==> src/common/asp_pkg.sv <==
package asp_pkg;
	// Wishbone byte addresses
	localparam logic [3:0] ASP_CTRL_OFS = 4'h0;
	localparam logic [3:0] ASP_BUF_OFS = 4'h4;
	localparam logic [3:0] ASP_BAUD_OFS = 4'h8;

	// Control register field positions, and the baud doubler bit
	localparam int ASP_MODE_HI_BIT = 7;
	localparam int ASP_MODE_LO_BIT = 6;
	localparam int ASP_FILT_BIT = 5;
	localparam int ASP_REN_BIT = 4;
	localparam int ASP_TB9_BIT = 3;
	localparam int ASP_RB9_BIT = 2;
	localparam int ASP_TI_BIT = 1;
	localparam int ASP_RI_BIT = 0;
	localparam int ASP_DBL_BIT = 0;

	// Reset values
	localparam logic [7:0] ASP_CTRL_RST = 8'h00;
	localparam logic [7:0] ASP_BUF_RST = 8'h00;

	// Timing counts in core clock cycles
	localparam logic [1:0] ASP_TI_DELAY = 2'h2;
	localparam logic [1:0] ASP_M2_TICK_FAST = 2'h1;
	localparam logic [1:0] ASP_M2_TICK_SLOW = 2'h3;

	// Receive majority sample points within a bit
	localparam logic [3:0] ASP_SAMPLE_FIRST = 4'h7;
	localparam logic [3:0] ASP_SAMPLE_LAST = 4'h9;

	// Frame lengths in bits
	localparam logic [3:0] ASP_LEN_8BIT = 4'ha;
	localparam logic [3:0] ASP_LEN_9BIT = 4'hb;

	typedef enum logic [1:0] {
		ASP_MODE0 = 2'b00,
		ASP_MODE1 = 2'b01,
		ASP_MODE2 = 2'b10,
		ASP_MODE3 = 2'b11
	} asp_mode_t;

	typedef struct packed {
		asp_mode_t mode;
		logic filt;
		logic ren;
		logic tb9;
	} asp_cfg_t;
endpackage : asp_pkg

==> src/verilog/asp_port.sv <==
`timescale 1ns/1ps
// What this block does
// Mode 1 transmit starts at first divide-by-16 rollover after buffer write.
// Mode 1 frame is start, eight data bits LSB first, stop.
// Mode 1 transmit-complete flag sets two core cycles after stop bit.
// With receive enabled, a falling edge on receive pin starts reception.
// Receive pin is sampled sixteen times per bit at any rate.
// Start edge resets receive divide-by-16 counter to align bit boundaries.
// Each bit is the majority of three mid-bit samples.
// Start bit not voted low abandons reception, waits for next edge.
// Mode 1 accepts only if receive flag clear and, filtered, stop is one.
// Accepted frame loads buffer, final bit into ninth-bit flag, sets flag.
// Rejected frame leaves buffer and ninth-bit flag alone, flag unset.
// After mid tenth bit (stop in mode 1, ninth bit in modes 2/3), receiver watches again for a falling edge.
// Modes 2 and 3 send start, eight data, ninth bit, stop.
// Mode 2 runs at core clock over 32 or 64 by baud doubler.
// Mode 2 starts at first rollover, flags completion as stop is driven.
// Mode 3 uses mode 2 framing with the mode 1 rate.
// Modes 2/3 filtered: accept only when received ninth bit is one.
// Remote master sends ninth bit one for address, zero for data.
// Modes 1 and 3 divide timer overflows by 32, or by 16 with the baud doubler, for bit rate.
// Mode bits 00, 01, 10, 11 select modes 0 to 3.
// Completion flags are only cleared by firmware, never by hardware.
// Transmit pin idles high; start is zero, stop is one.
module asp_port (
	input wire logic clk_sys,
	input wire logic sys_rst,
	input wire logic wb_cyc_i,
	input wire logic wb_stb_i,
	input wire logic wb_we_i,
	input wire logic [3:0] wb_adr_i,
	input wire logic [3:0] wb_sel_i,
	input wire logic [31:0] wb_dat_i,
	output logic [31:0] wb_dat_o,
	output logic wb_ack_o,
	input wire logic timer_overflow,
	input wire logic receive_pin,
	output logic transmit_pin
);
	asp_pkg::asp_cfg_t cfg_q;
	logic baud_doubler_q;
	logic transmit_complete_flag_q;
	logic receive_complete_flag_q;
	logic received_ninth_bit_q;
	logic [7:0] serial_buffer_rx_q;
	logic [7:0] serial_buffer_tx_q;
	logic [31:0] dat_q;
	logic ack_q;
	logic wr_ctrl;
	logic wr_buf;
	logic wr_baud;
	logic [1:0] pre_q;
	logic ovf_half_q;
	logic tick;
	logic nine_bit;
	logic [3:0] frame_len;

	// Transmit state
	logic tx_pend_q;
	logic tx_busy_q;
	logic [3:0] tx_div_q;
	logic [3:0] tx_left_q;
	logic [10:0] tx_sh_q;
	logic [1:0] ti_dly_q;
	logic tx_txt_q;
	logic ti_set;
	logic tx_roll;

	// Receive state
	typedef enum logic [1:0] {
		ASP_RX_IDLE = 2'b00,
		ASP_RX_BITS = 2'b01
	} asp_rx_t;
	asp_rx_t rx_st_q;
	logic [3:0] rx_div_q;
	logic [3:0] rx_idx_q;
	logic [2:0] rx_smp_q;
	logic rx_prev_q;
	logic [8:0] rx_sh_q;
	logic rx_vote;
	logic rx_mid;
	logic rx_accept;
	logic rx_final;

	function automatic logic hit(input logic [3:0] ofs);
		hit = wb_cyc_i && wb_stb_i && wb_we_i && ack_q && wb_sel_i[0] &&
			wb_adr_i == ofs;
	endfunction : hit

	// Writes land on lane 0, at the edge where the master sees ack
	assign wr_ctrl = hit(asp_pkg::ASP_CTRL_OFS);
	assign wr_buf = hit(asp_pkg::ASP_BUF_OFS);
	assign wr_baud = hit(asp_pkg::ASP_BAUD_OFS);

	// Mode 2 and 3 carry a ninth bit
	assign nine_bit = cfg_q.mode[1];
	assign frame_len = nine_bit ? asp_pkg::ASP_LEN_9BIT :
		asp_pkg::ASP_LEN_8BIT;

	// Bus answer, one cycle after the request, dropped the cycle after
	always_ff @(posedge clk_sys or posedge sys_rst) begin
		if (sys_rst) begin
			ack_q <= 1'b0;
		end else begin
			ack_q <= wb_cyc_i && wb_stb_i && !ack_q;
		end
	end

	// Read mux; unmapped addresses read as zero
	always_ff @(posedge clk_sys or posedge sys_rst) begin
		if (sys_rst) begin
			dat_q <= 32'h0;
		end else begin
			unique case (wb_adr_i)
			asp_pkg::ASP_CTRL_OFS: dat_q <= {24'h0, cfg_q.mode, cfg_q.filt,
				cfg_q.ren, cfg_q.tb9, received_ninth_bit_q,
				transmit_complete_flag_q, receive_complete_flag_q};
			asp_pkg::ASP_BUF_OFS: dat_q <= {24'h0, serial_buffer_rx_q};
			asp_pkg::ASP_BAUD_OFS: dat_q <= {31'h0, baud_doubler_q};
			default: dat_q <= 32'h0;
			endcase
		end
	end
	assign wb_dat_o = dat_q;
	assign wb_ack_o = ack_q;

	// Configuration bits written by firmware
	always_ff @(posedge clk_sys or posedge sys_rst) begin
		if (sys_rst) begin
			cfg_q <= asp_pkg::asp_cfg_t'(asp_pkg::ASP_CTRL_RST[7:3]);
			baud_doubler_q <= 1'b0;
		end else begin
			if (wr_ctrl) begin
				cfg_q <= asp_pkg::asp_cfg_t'(wb_dat_i[7:3]);
			end
			if (wr_baud) begin
				baud_doubler_q <= wb_dat_i[asp_pkg::ASP_DBL_BIT];
			end
		end
	end

	// Sixteen-times tick: core prescale in mode 2, timer overflow in modes 1 and 3, none in mode 0
	always_ff @(posedge clk_sys or posedge sys_rst) begin
		if (sys_rst) begin
			pre_q <= 2'h0;
			ovf_half_q <= 1'b0;
		end else begin
			if (tick || cfg_q.mode != asp_pkg::ASP_MODE2) begin
				pre_q <= 2'h0;
			end else begin
				pre_q <= pre_q + 2'h1;
			end
			if (timer_overflow) begin
				ovf_half_q <= !ovf_half_q;
			end
		end
	end
	always_comb begin
		unique case (cfg_q.mode)
		asp_pkg::ASP_MODE2: tick = pre_q == (baud_doubler_q ?
			asp_pkg::ASP_M2_TICK_FAST : asp_pkg::ASP_M2_TICK_SLOW);
		asp_pkg::ASP_MODE1, asp_pkg::ASP_MODE3: tick = timer_overflow &&
			(baud_doubler_q || ovf_half_q);
		default: tick = 1'b0;
		endcase
	end

	// Transmit divide-by-16 counter free-runs on the tick
	assign tx_roll = tick && tx_div_q == 4'hf;
	always_ff @(posedge clk_sys or posedge sys_rst) begin
		if (sys_rst) begin
			tx_div_q <= 4'h0;
		end else if (tick) begin
			tx_div_q <= tx_div_q + 4'h1;
		end
	end

	// Holding buffer for the byte to send
	always_ff @(posedge clk_sys or posedge sys_rst) begin
		if (sys_rst) begin
			serial_buffer_tx_q <= asp_pkg::ASP_BUF_RST;
		end else if (wr_buf) begin
			serial_buffer_tx_q <= wb_dat_i[7:0];
		end
	end

	// Transmit shifter; a write during a frame waits for the next one
	always_ff @(posedge clk_sys or posedge sys_rst) begin
		if (sys_rst) begin
			tx_pend_q <= 1'b0;
			tx_busy_q <= 1'b0;
			tx_left_q <= 4'h0;
			tx_sh_q <= 11'h7ff;
			ti_dly_q <= 2'h0;
			tx_txt_q <= 1'b0;
		end else begin
			tx_txt_q <= 1'b0;
			if (ti_dly_q != 2'h0) begin
				ti_dly_q <= ti_dly_q - 2'h1;
			end
			if (wr_buf) begin
				tx_pend_q <= 1'b1;
			end
			if (tx_roll && !tx_busy_q && tx_pend_q && !wr_buf) begin
				tx_pend_q <= 1'b0;
				tx_busy_q <= 1'b1;
				tx_left_q <= frame_len;
				tx_sh_q <= {1'b1, nine_bit ? cfg_q.tb9 : 1'b1,
					serial_buffer_tx_q, 1'b0};
			end else if (tx_roll && tx_busy_q) begin
				tx_sh_q <= {1'b1, tx_sh_q[10:1]};
				tx_left_q <= tx_left_q - 4'h1;
				if (tx_left_q == 4'h1) begin
					tx_busy_q <= 1'b0;
					if (!nine_bit) begin
						ti_dly_q <= asp_pkg::ASP_TI_DELAY;
					end
				end else if (tx_left_q == 4'h2 && nine_bit) begin
					tx_txt_q <= 1'b1;
				end
			end
		end
	end
	assign ti_set = tx_txt_q || ti_dly_q == 2'h1;

	// Pin driven from the shifter's low bit, high when idle
	always_ff @(posedge clk_sys or posedge sys_rst) begin
		if (sys_rst) begin
			transmit_pin <= 1'b1;
		end else begin
			transmit_pin <= tx_sh_q[0];
		end
	end

	// Majority of three mid-bit samples
	assign rx_vote = (rx_smp_q[0] & rx_smp_q[1]) | (rx_smp_q[0] & rx_smp_q[2]) |
		(rx_smp_q[1] & rx_smp_q[2]);
	assign rx_mid = tick && rx_div_q == asp_pkg::ASP_SAMPLE_LAST + 4'h1;
	// Decide at the tenth bit: stop in mode 1, ninth bit in modes 2/3
	assign rx_final = rx_mid && rx_idx_q == asp_pkg::ASP_LEN_8BIT - 4'h1;
	assign rx_accept = rx_final && !receive_complete_flag_q &&
		(!cfg_q.filt || rx_vote);

	// Receive sequencer
	always_ff @(posedge clk_sys or posedge sys_rst) begin
		if (sys_rst) begin
			rx_st_q <= ASP_RX_IDLE;
			rx_div_q <= 4'h0;
			rx_idx_q <= 4'h0;
			rx_smp_q <= 3'h7;
			rx_prev_q <= 1'b1;
			rx_sh_q <= 9'h0;
		end else if (tick) begin
			rx_prev_q <= receive_pin;
			unique case (rx_st_q)
			ASP_RX_IDLE: begin
				if (cfg_q.ren && rx_prev_q && !receive_pin) begin
					rx_st_q <= ASP_RX_BITS;
					rx_div_q <= 4'h1;
					rx_idx_q <= 4'h0;
				end
			end
			ASP_RX_BITS: begin
				rx_div_q <= rx_div_q + 4'h1;
				if (rx_div_q >= asp_pkg::ASP_SAMPLE_FIRST &&
					rx_div_q <= asp_pkg::ASP_SAMPLE_LAST) begin
					rx_smp_q <= {receive_pin, rx_smp_q[2:1]};
				end
				if (rx_div_q == 4'hf) begin
					rx_idx_q <= rx_idx_q + 4'h1;
				end
				if (rx_mid && rx_idx_q == 4'h0 && rx_vote) begin
					rx_st_q <= ASP_RX_IDLE;
				end else if (rx_final) begin
					rx_st_q <= ASP_RX_IDLE;
				end else if (rx_mid) begin
					rx_sh_q <= {rx_vote, rx_sh_q[8:1]};
				end
			end
			default: rx_st_q <= ASP_RX_IDLE;
			endcase
		end
	end

	// Receive buffer loads only on acceptance; ninth bit on acceptance or a control write
	always_ff @(posedge clk_sys or posedge sys_rst) begin
		if (sys_rst) begin
			serial_buffer_rx_q <= asp_pkg::ASP_BUF_RST;
			received_ninth_bit_q <= 1'b0;
		end else if (rx_accept) begin
			serial_buffer_rx_q <= rx_sh_q[8:1];
			received_ninth_bit_q <= rx_vote;
		end else if (wr_ctrl) begin
			received_ninth_bit_q <= wb_dat_i[asp_pkg::ASP_RB9_BIT];
		end
	end

	// Flags: hardware set wins over a firmware write in the same cycle
	always_ff @(posedge clk_sys or posedge sys_rst) begin
		if (sys_rst) begin
			transmit_complete_flag_q <= 1'b0;
			receive_complete_flag_q <= 1'b0;
		end else begin
			if (ti_set) begin
				transmit_complete_flag_q <= 1'b1;
			end else if (wr_ctrl) begin
				transmit_complete_flag_q <= wb_dat_i[asp_pkg::ASP_TI_BIT];
			end
			if (rx_accept) begin
				receive_complete_flag_q <= 1'b1;
			end else if (wr_ctrl) begin
				receive_complete_flag_q <= wb_dat_i[asp_pkg::ASP_RI_BIT];
			end
		end
	end
endmodule : asp_port

==> config.mk <==
export PLATFORM = sky130hd
export DESIGN_NAME = asp_port
export DESIGN_NICKNAME = d
export VERILOG_FILES = /design/src/common/asp_pkg.sv /design/src/verilog/asp_port.sv
export SDC_FILE = /design/constraint.sdc
export NUM_CORES = 1
export LEC_CHECK = 0
export BUFFER_PORTS_ARGS = -buffer_cell sky130_fd_sc_hd__buf_2
export CAP_MARGIN = 20
export CORE_MARGIN = 5
export CORE_UTILIZATION = 41
export CTS_CLUSTER_SIZE = 20
export DETAILED_ROUTE_END_ITERATION = 6
export MAX_ROUTING_LAYER = met4
export PLACE_DENSITY = 0.63
export SETUP_SLACK_MARGIN = 0.05
export SYNTH_ARGS = -nofsm -noshare
export SYNTH_HDL_FRONTEND = slang
export SYNTH_SLANG_ARGS = --single-unit
export TNS_END_PERCENT = 20
==> constraint.sdc <==
create_clock -name clk_sys -period 2.9 [get_ports clk_sys]
set_clock_uncertainty 0.1 [all_clocks]
set_input_delay 0.145 -clock clk_sys [delete_from_list [all_inputs] [get_ports clk_sys]]
set_output_delay 0.145 -clock clk_sys [all_outputs]
set_load 0.005 [all_outputs]
== Yosys cells after proc, flatten, opt, wreduce, memory -nomap -nowiden ==
Index checks and enable logic that the tools add are counted.

* Reduce and logical (&&, ||, !) cells: 52
* Eq/ne operators: 18
* Multiplexer cells: 39
* $add $sub $neg: 6
* Order comparisons: 2
* Bitwise gates (word level): 7

{| class="wikitable"
|+ Operator list
! kind !! count
|-
| logical AND 1 bit || 24
|-
| case mux 8 bit (3 select lines) || 1
|-
| 2-to-1 mux 11 bit || 2
|-
| == test 4 bit (second input constant) || 5
|-
| 2-to-1 mux 2 bit || 10
|-
| 2-to-1 mux 4 bit || 5
|-
| 2-to-1 mux 1 bit || 17
|-
| case mux 4 bit (2 select lines) || 2
|-
| nonzero test 2 bit || 7
|-
| adder 4 x 1 -> 4 bit (second input constant) || 3
|-
| AND reduction 3 bit || 3
|-
| zero test 4 bit || 2
|-
| zero test 1 bit || 7
|-
| == test 2 x 1 -> 1 bit (second input constant) || 3
|-
| != test 2 bit (second input constant) || 3
|-
| AND reduction 5 bit || 1
|-
| == test 2 bit (second input constant) || 2
|-
| == test 4 x 1 -> 1 bit (second input constant) || 1
|-
| == test 4 x 2 -> 1 bit (second input constant) || 1
|-
| == test 4 x 3 -> 1 bit (second input constant) || 1
|-
| >= comparator 4 x 3 -> 1 bit (second input constant) || 1
|-
| <= comparator 4 bit (second input constant) || 1
|-
| logical OR 1 bit || 4
|-
| case mux 2 bit (2 select lines) || 1
|-
| 13 further kinds || 17
|}

* Register bits after elaboration: 109
* Input port bits: 47
* Logic and storage cells: 152
* Output and inout bits: 34

== Depth between registers and ports, before layout ==
Gate-level depths: netlist (run 1).

* Depth after elaboration: 9
* Depth in mapped cells: 7
* Depth with buffers taken out: 7

== Least setup slack after synthesis (run 1) ==
OpenSTA, ideal clock, no wires.

* Kind: register -> register
* Start point: register baud_doubler_q
* End point: register serial_buffer_rx_q[0]
* Cell stages (with the launch flop): 6
* Clock period less this slack: 2,126 ps
* Path slack: 774 ps
* Data arrival time: 1,901 ps
* Cells stage by stage: dfrtp_1 -> xnor2_1 -> o31ai_4 -> nand4_4 -> a211oi_4 -> mux2_2

* Longest elaborated chain between the ends: 7
* Elaborated cells on any way between the ends: 9
* Classes of those cells: eq/ne (1); mux (2); reduce/logical (6)

{| class="wikitable"
|+ RTL lines
! what !! line !! RTL
|-
| start, declared || asp_port.sv:41 || <nowiki>logic baud_doubler_q;</nowiki>
|-
| start signal, assigned || asp_port.sv:137 || <nowiki>baud_doubler_q <= wb_dat_i[asp_pkg::ASP_DBL_BIT];</nowiki>
|-
| 2-to-1 mux 2 bit / logical OR 1 bit (equally long branches) || asp_port.sv:160, asp_port.sv:163 ||
|-
| == test 2 bit / logical AND 1 bit (equally long branches) || asp_port.sv:160, asp_port.sv:162 ||
|-
| case mux 1 bit (2 select lines) (*) || asp_port.sv:159 || <nowiki>unique case (cfg_q.mode)</nowiki>
|-
| logical AND 1 bit (*) || asp_port.sv:238 || <nowiki>assign rx_mid = tick && rx_div_q == asp_pkg::ASP_SAMPLE_LAST + 4'h1;</nowiki>
|-
| logical AND 1 bit (*) || asp_port.sv:240 || <nowiki>assign rx_final = rx_mid && rx_idx_q == asp_pkg::ASP_LEN_8BIT - 4'h1;</nowiki>
|-
| logical AND 1 bit (*) (2 in series) || asp_port.sv:241 || <nowiki>assign rx_accept = rx_final && !receive_complete_flag_q &&</nowiki>
|-
| end signal, assigned || asp_port.sv:288 || <nowiki>serial_buffer_rx_q <= asp_pkg::ASP_BUF_RST;</nowiki>
|-
| end signal, assigned || asp_port.sv:291 || <nowiki>serial_buffer_rx_q <= rx_sh_q[8:1];</nowiki>
|-
| end, declared || asp_port.sv:45 || <nowiki>logic [7:0] serial_buffer_rx_q;</nowiki>
|}

Every way passes the cells marked *; elsewhere a longest branch is shown, timed or not.
A chain may end at the register's enable or synchronous reset.

== Final worst setup path (run 1) ==
* Start point: input wb_adr_i[0]
* End point: register tx_sh_q[6]

* Longest elaborated chain between the ends: 5
* Elaborated cells on any way between the ends: 6
* Classes of those cells: eq/ne (1); mux (1); reduce/logical (4)

{| class="wikitable"
|+ RTL lines
! what !! line !! RTL
|-
| start, declared || asp_port.sv:31 || <nowiki>input wire logic [3:0] wb_adr_i,</nowiki>
|-
| == test 4 x 3 -> 1 bit (*) || asp_port.sv:87 || <nowiki>wb_adr_i == ofs;</nowiki>
|-
| logical AND 1 bit (*) || asp_port.sv:86 || <nowiki>hit = wb_cyc_i && wb_stb_i && wb_we_i && ack_q && wb_sel_i[0] &&</nowiki>
|-
| zero test 1 bit (*) || asp_port.sv:204 || <nowiki>if (tx_roll && !tx_busy_q && tx_pend_q && !wr_buf) begin</nowiki>
|-
| logical AND 1 bit (*) || asp_port.sv:204 ||
|-
| 2-to-1 mux 11 bit / nonzero test 2 bit (equally long branches) || -- ||
|-
| end signal, assigned || asp_port.sv:208 || <nowiki>tx_sh_q <= {1'b1, nine_bit ? cfg_q.tb9 : 1'b1,</nowiki>
|-
| end signal, assigned || asp_port.sv:211 || <nowiki>tx_sh_q <= {1'b1, tx_sh_q[10:1]};</nowiki>
|-
| end, declared || asp_port.sv:63 || <nowiki>logic [10:0] tx_sh_q;</nowiki>
|}

Marks and branches as above.

==> results of run 1 <==
[routing by layer]
metal | vias to the layer above | track usage, %
met1 | 1250 | 18.5
met5 | - | -
met2 | 54 | 20.3
met3 | 10 | 3.96
met4 | 0 | 3.61
li1 | 1214 | -
[report_power, final]
group / switching (mW) / total, mW / leakage [nW] / internal (mW)
combinational: 0.182 / 0.330 / 0.951 / 0.148
clock: 0.397 / 0.908 / 0.107 / 0.511
sequential: 0.0704 / 1.30 / 1.06 / 1.23
[timing repair]
action,CTS,global route
endpoints found under the hold margin,43,0
hold buffers,15,0
buffers inserted,0,0
[critical path, stage by stage]
cell and delay, ps:
dlygate4sd3_1 540, buf_2 130, or3_1 500, or4_4 600
a21oi_1 220, nand2b_1 390, o2bb2ai_1 180
[area by class of cell]
class	instances	area share, %
flip-flops and latches	82	46.0
multi-input cells	216	36.3
clock buffers	12	3.22
well taps	129	3.59
clock inverters	4	1.70
inverters	14	1.20
repair buffers	51	8.01
[metrics by stage]
stage	cell area, um2	power (mW)	worst slack [ps]
4_1_cts	4500	2.57	355
5_1_grt	4500	2.67	227
3_5_place_dp	4130	1.64	563
6_report	4500	2.54	355
3_3_place_gp	4130	1.62	558
2_1_floorplan	3990	1.56	571
[flip-flops by register name, indices dropped and copies added (netlist names), 2 cells and up]
register and cells:
rx_div_q 4, serial_buffer_tx_q 8, wb_dat_o 8, tx_left_q 4, tx_sh_q 10, pre_q 2
ti_dly_q 2, rx_smp_q 3, rx_idx_q 4, rx_sh_q 8, tx_div_q 4, serial_buffer_rx_q 8
cfg_q 5
[cells in the final DEF (no fill, tap or decap), drive strengths merged, types with 3 or more instances in the layout]
master,Yosys,routed
nor2,17,17
xnor2,3,3
conb,1,24
o21ai,14,14
buf,28,36
nand4,5,5
mux2i,14,14
a22oi,8,8
a31oi,3,3
nand3,4,4
dfstp,15,15
inv,14,13
a22o,6,6
dlygate4sd3,0,15
nand2b,3,3
ha,11,11
dfrtp,67,67
mux2,34,34
nand2,17,17
a21o,3,3
clkbuf,8,12
o2bb2ai,8,8
nor3,6,6
a21oi,7,7
[logic make-up after synthesis]
kind of cell	share of synthesized area, %
AO/OA/AOI/OAI	12.0
XOR/XNOR	1.12
adder cells (fa/ha/maj)	3.53
buffers and inverters	7.25
flip-flops	53.1
multiplexers	13.4
other	0.0962
AND/OR/NAND/NOR	9.50
[worst max-delay path by stage]
stage,start,end,slack (ps),depth (start not counted)
global placement,wb_adr_i[1],tx_sh_q[1],560,6
detailed placement,wb_adr_i[1],tx_sh_q[0],560,6
global route,wb_adr_i[0],tx_sh_q[6],230,7
finish,wb_adr_i[0],tx_sh_q[6],350,7
CTS,wb_adr_i[0],tx_sh_q[6],360,7
floorplan,sys_rst,baud_doubler_q,570,1
==> results.md, run 1 <==
* Via count at about 2500
* Mapped Cells at about 330
* Chip height at around 110 um
* Worst path required time at between 3000 and 4000 ps
* Max cap viols at 0
* Synth top area share at 43.0%
* Worst-margin pin slew at 623 ps
* Max IR drop VDD at about 0.32 mV
* Clk buf depth at 2
* Ranking of synthesized cells by area: dfrtp_1, dfstp_2, mux2_2
* Routed WL per cell at 14.3 um
* Initial antenna violation count at 0
* CTS Buf Count at 9
* Number of port buffers at 29
* Pwr Density at between 500 and 600 nW/um2
* DRT Pass-1 Iters at 4
* Initial drt markers at 67
* # IOs at 81
* Met2 WL post-DR at between 3000 and 4000 um
* Reg clk slew, reported paths at 80 ps
* Storage element area at ~2100 um2
* Detail Placement HPWL at approximately 5000 um
* Top-count cell post-synth: dfrtp_1
* Post-synth EDFFs at 0
* Num Clock Sinks at between 80 and 90
* Number of global-route vias before repair at roughly 2500
* Cell variety after synth at slightly above 50
* Synth warn at 0
* Nets@finish at 432
* First-pass GRT wire length at 12200 um
* Number of diodes at 0
* R2r startpoint: cfg_q[3]
* Die ar. at 11600 um2
* Setup TNS at 0 ps
* Mean Syn Cell Area at approximately 12 um2
* Worst hold path class: input port to flip-flop
* Hold path depth at 4
* Die Wd at 108 um
* R2R Setup Slk at 570 ps
* Synth Register Bits at 82
* Initial Utilization at around 42%
* Fmax at approximately 390 MHz
* Largest net degree at the start of global routing at between 50 and 60
* Worst min-delay path startpoint: wb_adr_i[3]
* RSZ-0062 raised after global routing: no
* Placed cell count at about 480
* Period minus WS final at 2550 ps
* Setup violations, final at 0
* Worst Path Arrival at around 2700 ps
* Slew Limit Fails at 0
* Leak pwr at ~2.1 nW
* Cts repair resizes at 0
* Worst reg2reg endpoint: serial_buffer_rx_q[2]
* Vias/cell at ~5.0
* Setup CP Type: input port to flip-flop
* Mapped cell area at 3900 um2
* Total track usage at between 10% and 20%
* Area Growth Syn to Fin at 15.4%
* CP Launch Type: input port
* Status: finished, final reports clean
* Commonest register cell after synthesis: dfrtp_1
* # DRC at 0
* Crit. End Element: flip-flop
* Layout cell share with drive strength beyond 1 at around 28%
* Asr flop ratio synth at 100%
* Crit Path Max Fanout at 13
* Final Non-Filler Cells at slightly above 500
* Top cells by count, synth: dfrtp_1, mux2_2, buf_4
* Relative slew slack at 58.5%
* Clock Tree Root: clkbuf_8
* Routed length on met1 at around 3600 um
* Multi-input logic area at 1630 um2
* H-tree depth at 3
* Area leader, netlist: dfrtp_1
* Drt total wl at 7260 um
* Register area share after synthesis at between 50% and 60%
* Met3 wire len at about 320 um
* Highest routed layer: met4
* Remaining antenna violation count at 0
* Clock Latency Late Sink at 350 ps
* Core box area at between 9000 and 10000 um2
* Worst Hold End: baud_doubler_q
* TritonCTS clock tree: done
* Final worst path period share at around 90%
* Fin Hold WS at between 150 and 200 ps
* Placer Congestion at between 0.8 and 0.9
* FILL cells at ~850
* Grt ovf at 0
* Row count at 35
* Final hold vios at 0
* Final core utilization at about half
* Cells on worst reg2reg path at 5
(Power assumes the default switching activity.)
==> run 2, diff against run 1 <==
--- a/config.mk
+++ b/config.mk
@@ -11,10 +11,9 @@
 export CORE_UTILIZATION = 41
 export CTS_CLUSTER_SIZE = 20
 export DETAILED_ROUTE_END_ITERATION = 6
-export MAX_ROUTING_LAYER = met4
+export HOLD_SLACK_MARGIN = 0.02
 export PLACE_DENSITY = 0.63
 export SETUP_SLACK_MARGIN = 0.05
 export SYNTH_ARGS = -nofsm -noshare
 export SYNTH_HDL_FRONTEND = slang
 export SYNTH_SLANG_ARGS = --single-unit
-export TNS_END_PERCENT = 20
==> results.md, run 2 (synthesis results as in run 1) <==
* Die Wd at 108 um
* Met2 WL post-DR at roughly 3300 um
* Placed cell area at about 4100 um2
* Post-CTS setup buffers at 0
* Leading cell types in the layout, fill and taps excluded: dfrtp_1, mux2_2, buf_2
* Max incr delay on CP at approximately 600 ps
* Clock Tree Root: clkbuf_8
* Remaining antenna violation count at 0
* Worst hold path class: input port to flip-flop
* # IOs at 81
* Status: finished, final reports clean
* Drt total wl at 7300 um
* Via count at between 2000 and 3000
* Met3 wire len at about 340 um
* Vias/cell at 4.95
* Routed length on met1 at 3590 um
* Commonest non-fill, non-tap cell in the layout: dfrtp_1
* Worst path required time at slightly above 3000 ps
* Slowest library cell on the worst path: or4_4
* Number of global-route vias before repair at between 2000 and 2500
* Reg clk slew, reported paths at about 80 ps
* CP Launch Type: input port
* Setup violations, final at 0
* CTS Hold Bufs at 15
* Slew Limit Fails at 0
* CTS Buf Count at 9
* Setup CP Type: input port to flip-flop
* Relative slew slack at a little under three fifths
* Area Growth Syn to Fin at 15.4%
* Final hold vios at 0
* Pwr Density at 564 nW/um2
* Worst-margin pin slew at around 640 ps
* Worst Path Arrival at around 2700 ps
* Initial drt markers at 70
* Crit. End Element: flip-flop
* Grt ovf at 0
* Clk buf depth at 2
* Largest net degree at the start of global routing at 58
* H-tree depth at 3
* Crit Path Max Fanout at 13
* Max reg flops at 10
* Setup TNS at 0 ps
* Placer Congestion at 0.819
* Period minus WS final at roughly 2500 ps
* Clock Latency Late Sink at around 340 ps
* Highest routed layer: met4
* Leak pwr at ~2.1 nW
* TritonCTS clock tree: done
* Routed WL per cell at roughly 14 um
* Total track usage at 13.3%
* Detail Placement HPWL at ~5000 um
* # DRC at 0
* Max IR drop VDD at around 0.32 mV
* Max cap viols at 0
* Nets@finish at around 430
* Fin Hold WS at around 160 ps
* DRT Pass-1 Iters at 4
* Number of port buffers at 29
* Fmax at between 300 and 400 MHz
* Chip height at approximately 110 um
* Cts repair resizes at 0
* Core box area at between 9000 and 10000 um2
* Row count at 35
* Final instance area at 4500 um2
* Num Clock Sinks at between 80 and 90
* Final worst path period share at ~88%
* Initial antenna violation count at 0
* Worst-path cell chain: dlygate4sd3_1 > buf_2 > or3_1 > or4_4 > a21oi_1 > nand2b_1 > o2bb2ai_1
* Initial Utilization at roughly 42%
* Number of diodes at 0
* Die ar. at ~12000 um2
* Biggest register: tx_sh_q
* Layout cell share with drive strength beyond 1 at between 20 and 30%
* First-pass GRT wire length at approximately 12000 um
* RSZ-0062 raised after global routing: no
[run 2: cell counts in the layout (fill, tap and decap cells not counted)]
No cell type changed its count.
[run 2: area by class of cell]
cell class	count	area, um2
fillers	853	4740
flip-flops and latches	82	2070
multi-input cells	216	1630
repair buffers	51	360
well taps	129	161
clock buffers	12	145
clock inverters	4	76.3
inverters	14	53.8
[run 2: report_power, final]
group / leakage [nW] / switching [mW] / internal (mW) / total (mW)
Combinational: 0.951 / 0.183 / 0.148 / 0.331
Sequential: 1.06 / 0.0713 / 1.23 / 1.30
Clock: 0.107 / 0.397 / 0.511 / 0.908
[run 2: per-layer routing]
metal,vias to the layer above,GRT usage [%]
met2,57,20.5
met5,-,0
met1,1233,18.3
met4,0,3.61
met3,11,3.96
li1,1212,-
[run 2: worst paths after layout]
| kind | start | endpoint | slack (ps) | cells after the start |
|---|---|---|---|---|
| worst min register to register | tx_sh_q[0] | transmit_pin | 270 | 0 |
| worst max register to register | cfg_q[3] | serial_buffer_rx_q[0] | 600 | 5 |
| max in group asynchronous | sys_rst | tx_sh_q[6] | 1760 | 4 |
| min in group asynchronous | sys_rst | tx_pend_q | 240 | 3 |
| worst max-delay path | wb_adr_i[0] | tx_sh_q[6] | 350 | 7 |
| worst min-delay path | wb_adr_i[3] | baud_doubler_q | 160 | 4 |
[run 2: through the flow]
| step | total power, mW | worst slack (ps) | utilization (%) | std cells |
|---|---|---|---|---|
| CTS | 2.57 | 355 | 48.7 | 508 |
| global route | 2.67 | 227 | 48.7 | 508 |
| detailed placement | 1.64 | 563 | 44.7 | 477 |
| floorplan | 1.56 | 571 | - | 348 |
| global placement | 1.62 | 558 | 44.7 | 477 |
| finish | 2.54 | 351 | 48.7 | 508 |
[run 2: worst max-delay path, delay by kind of cell]
kind	cells	cell delay, ps
and+or+nand+nor	3	1500
buffers and inverters	2	670
AOI/OAI and AO/OA	2	390
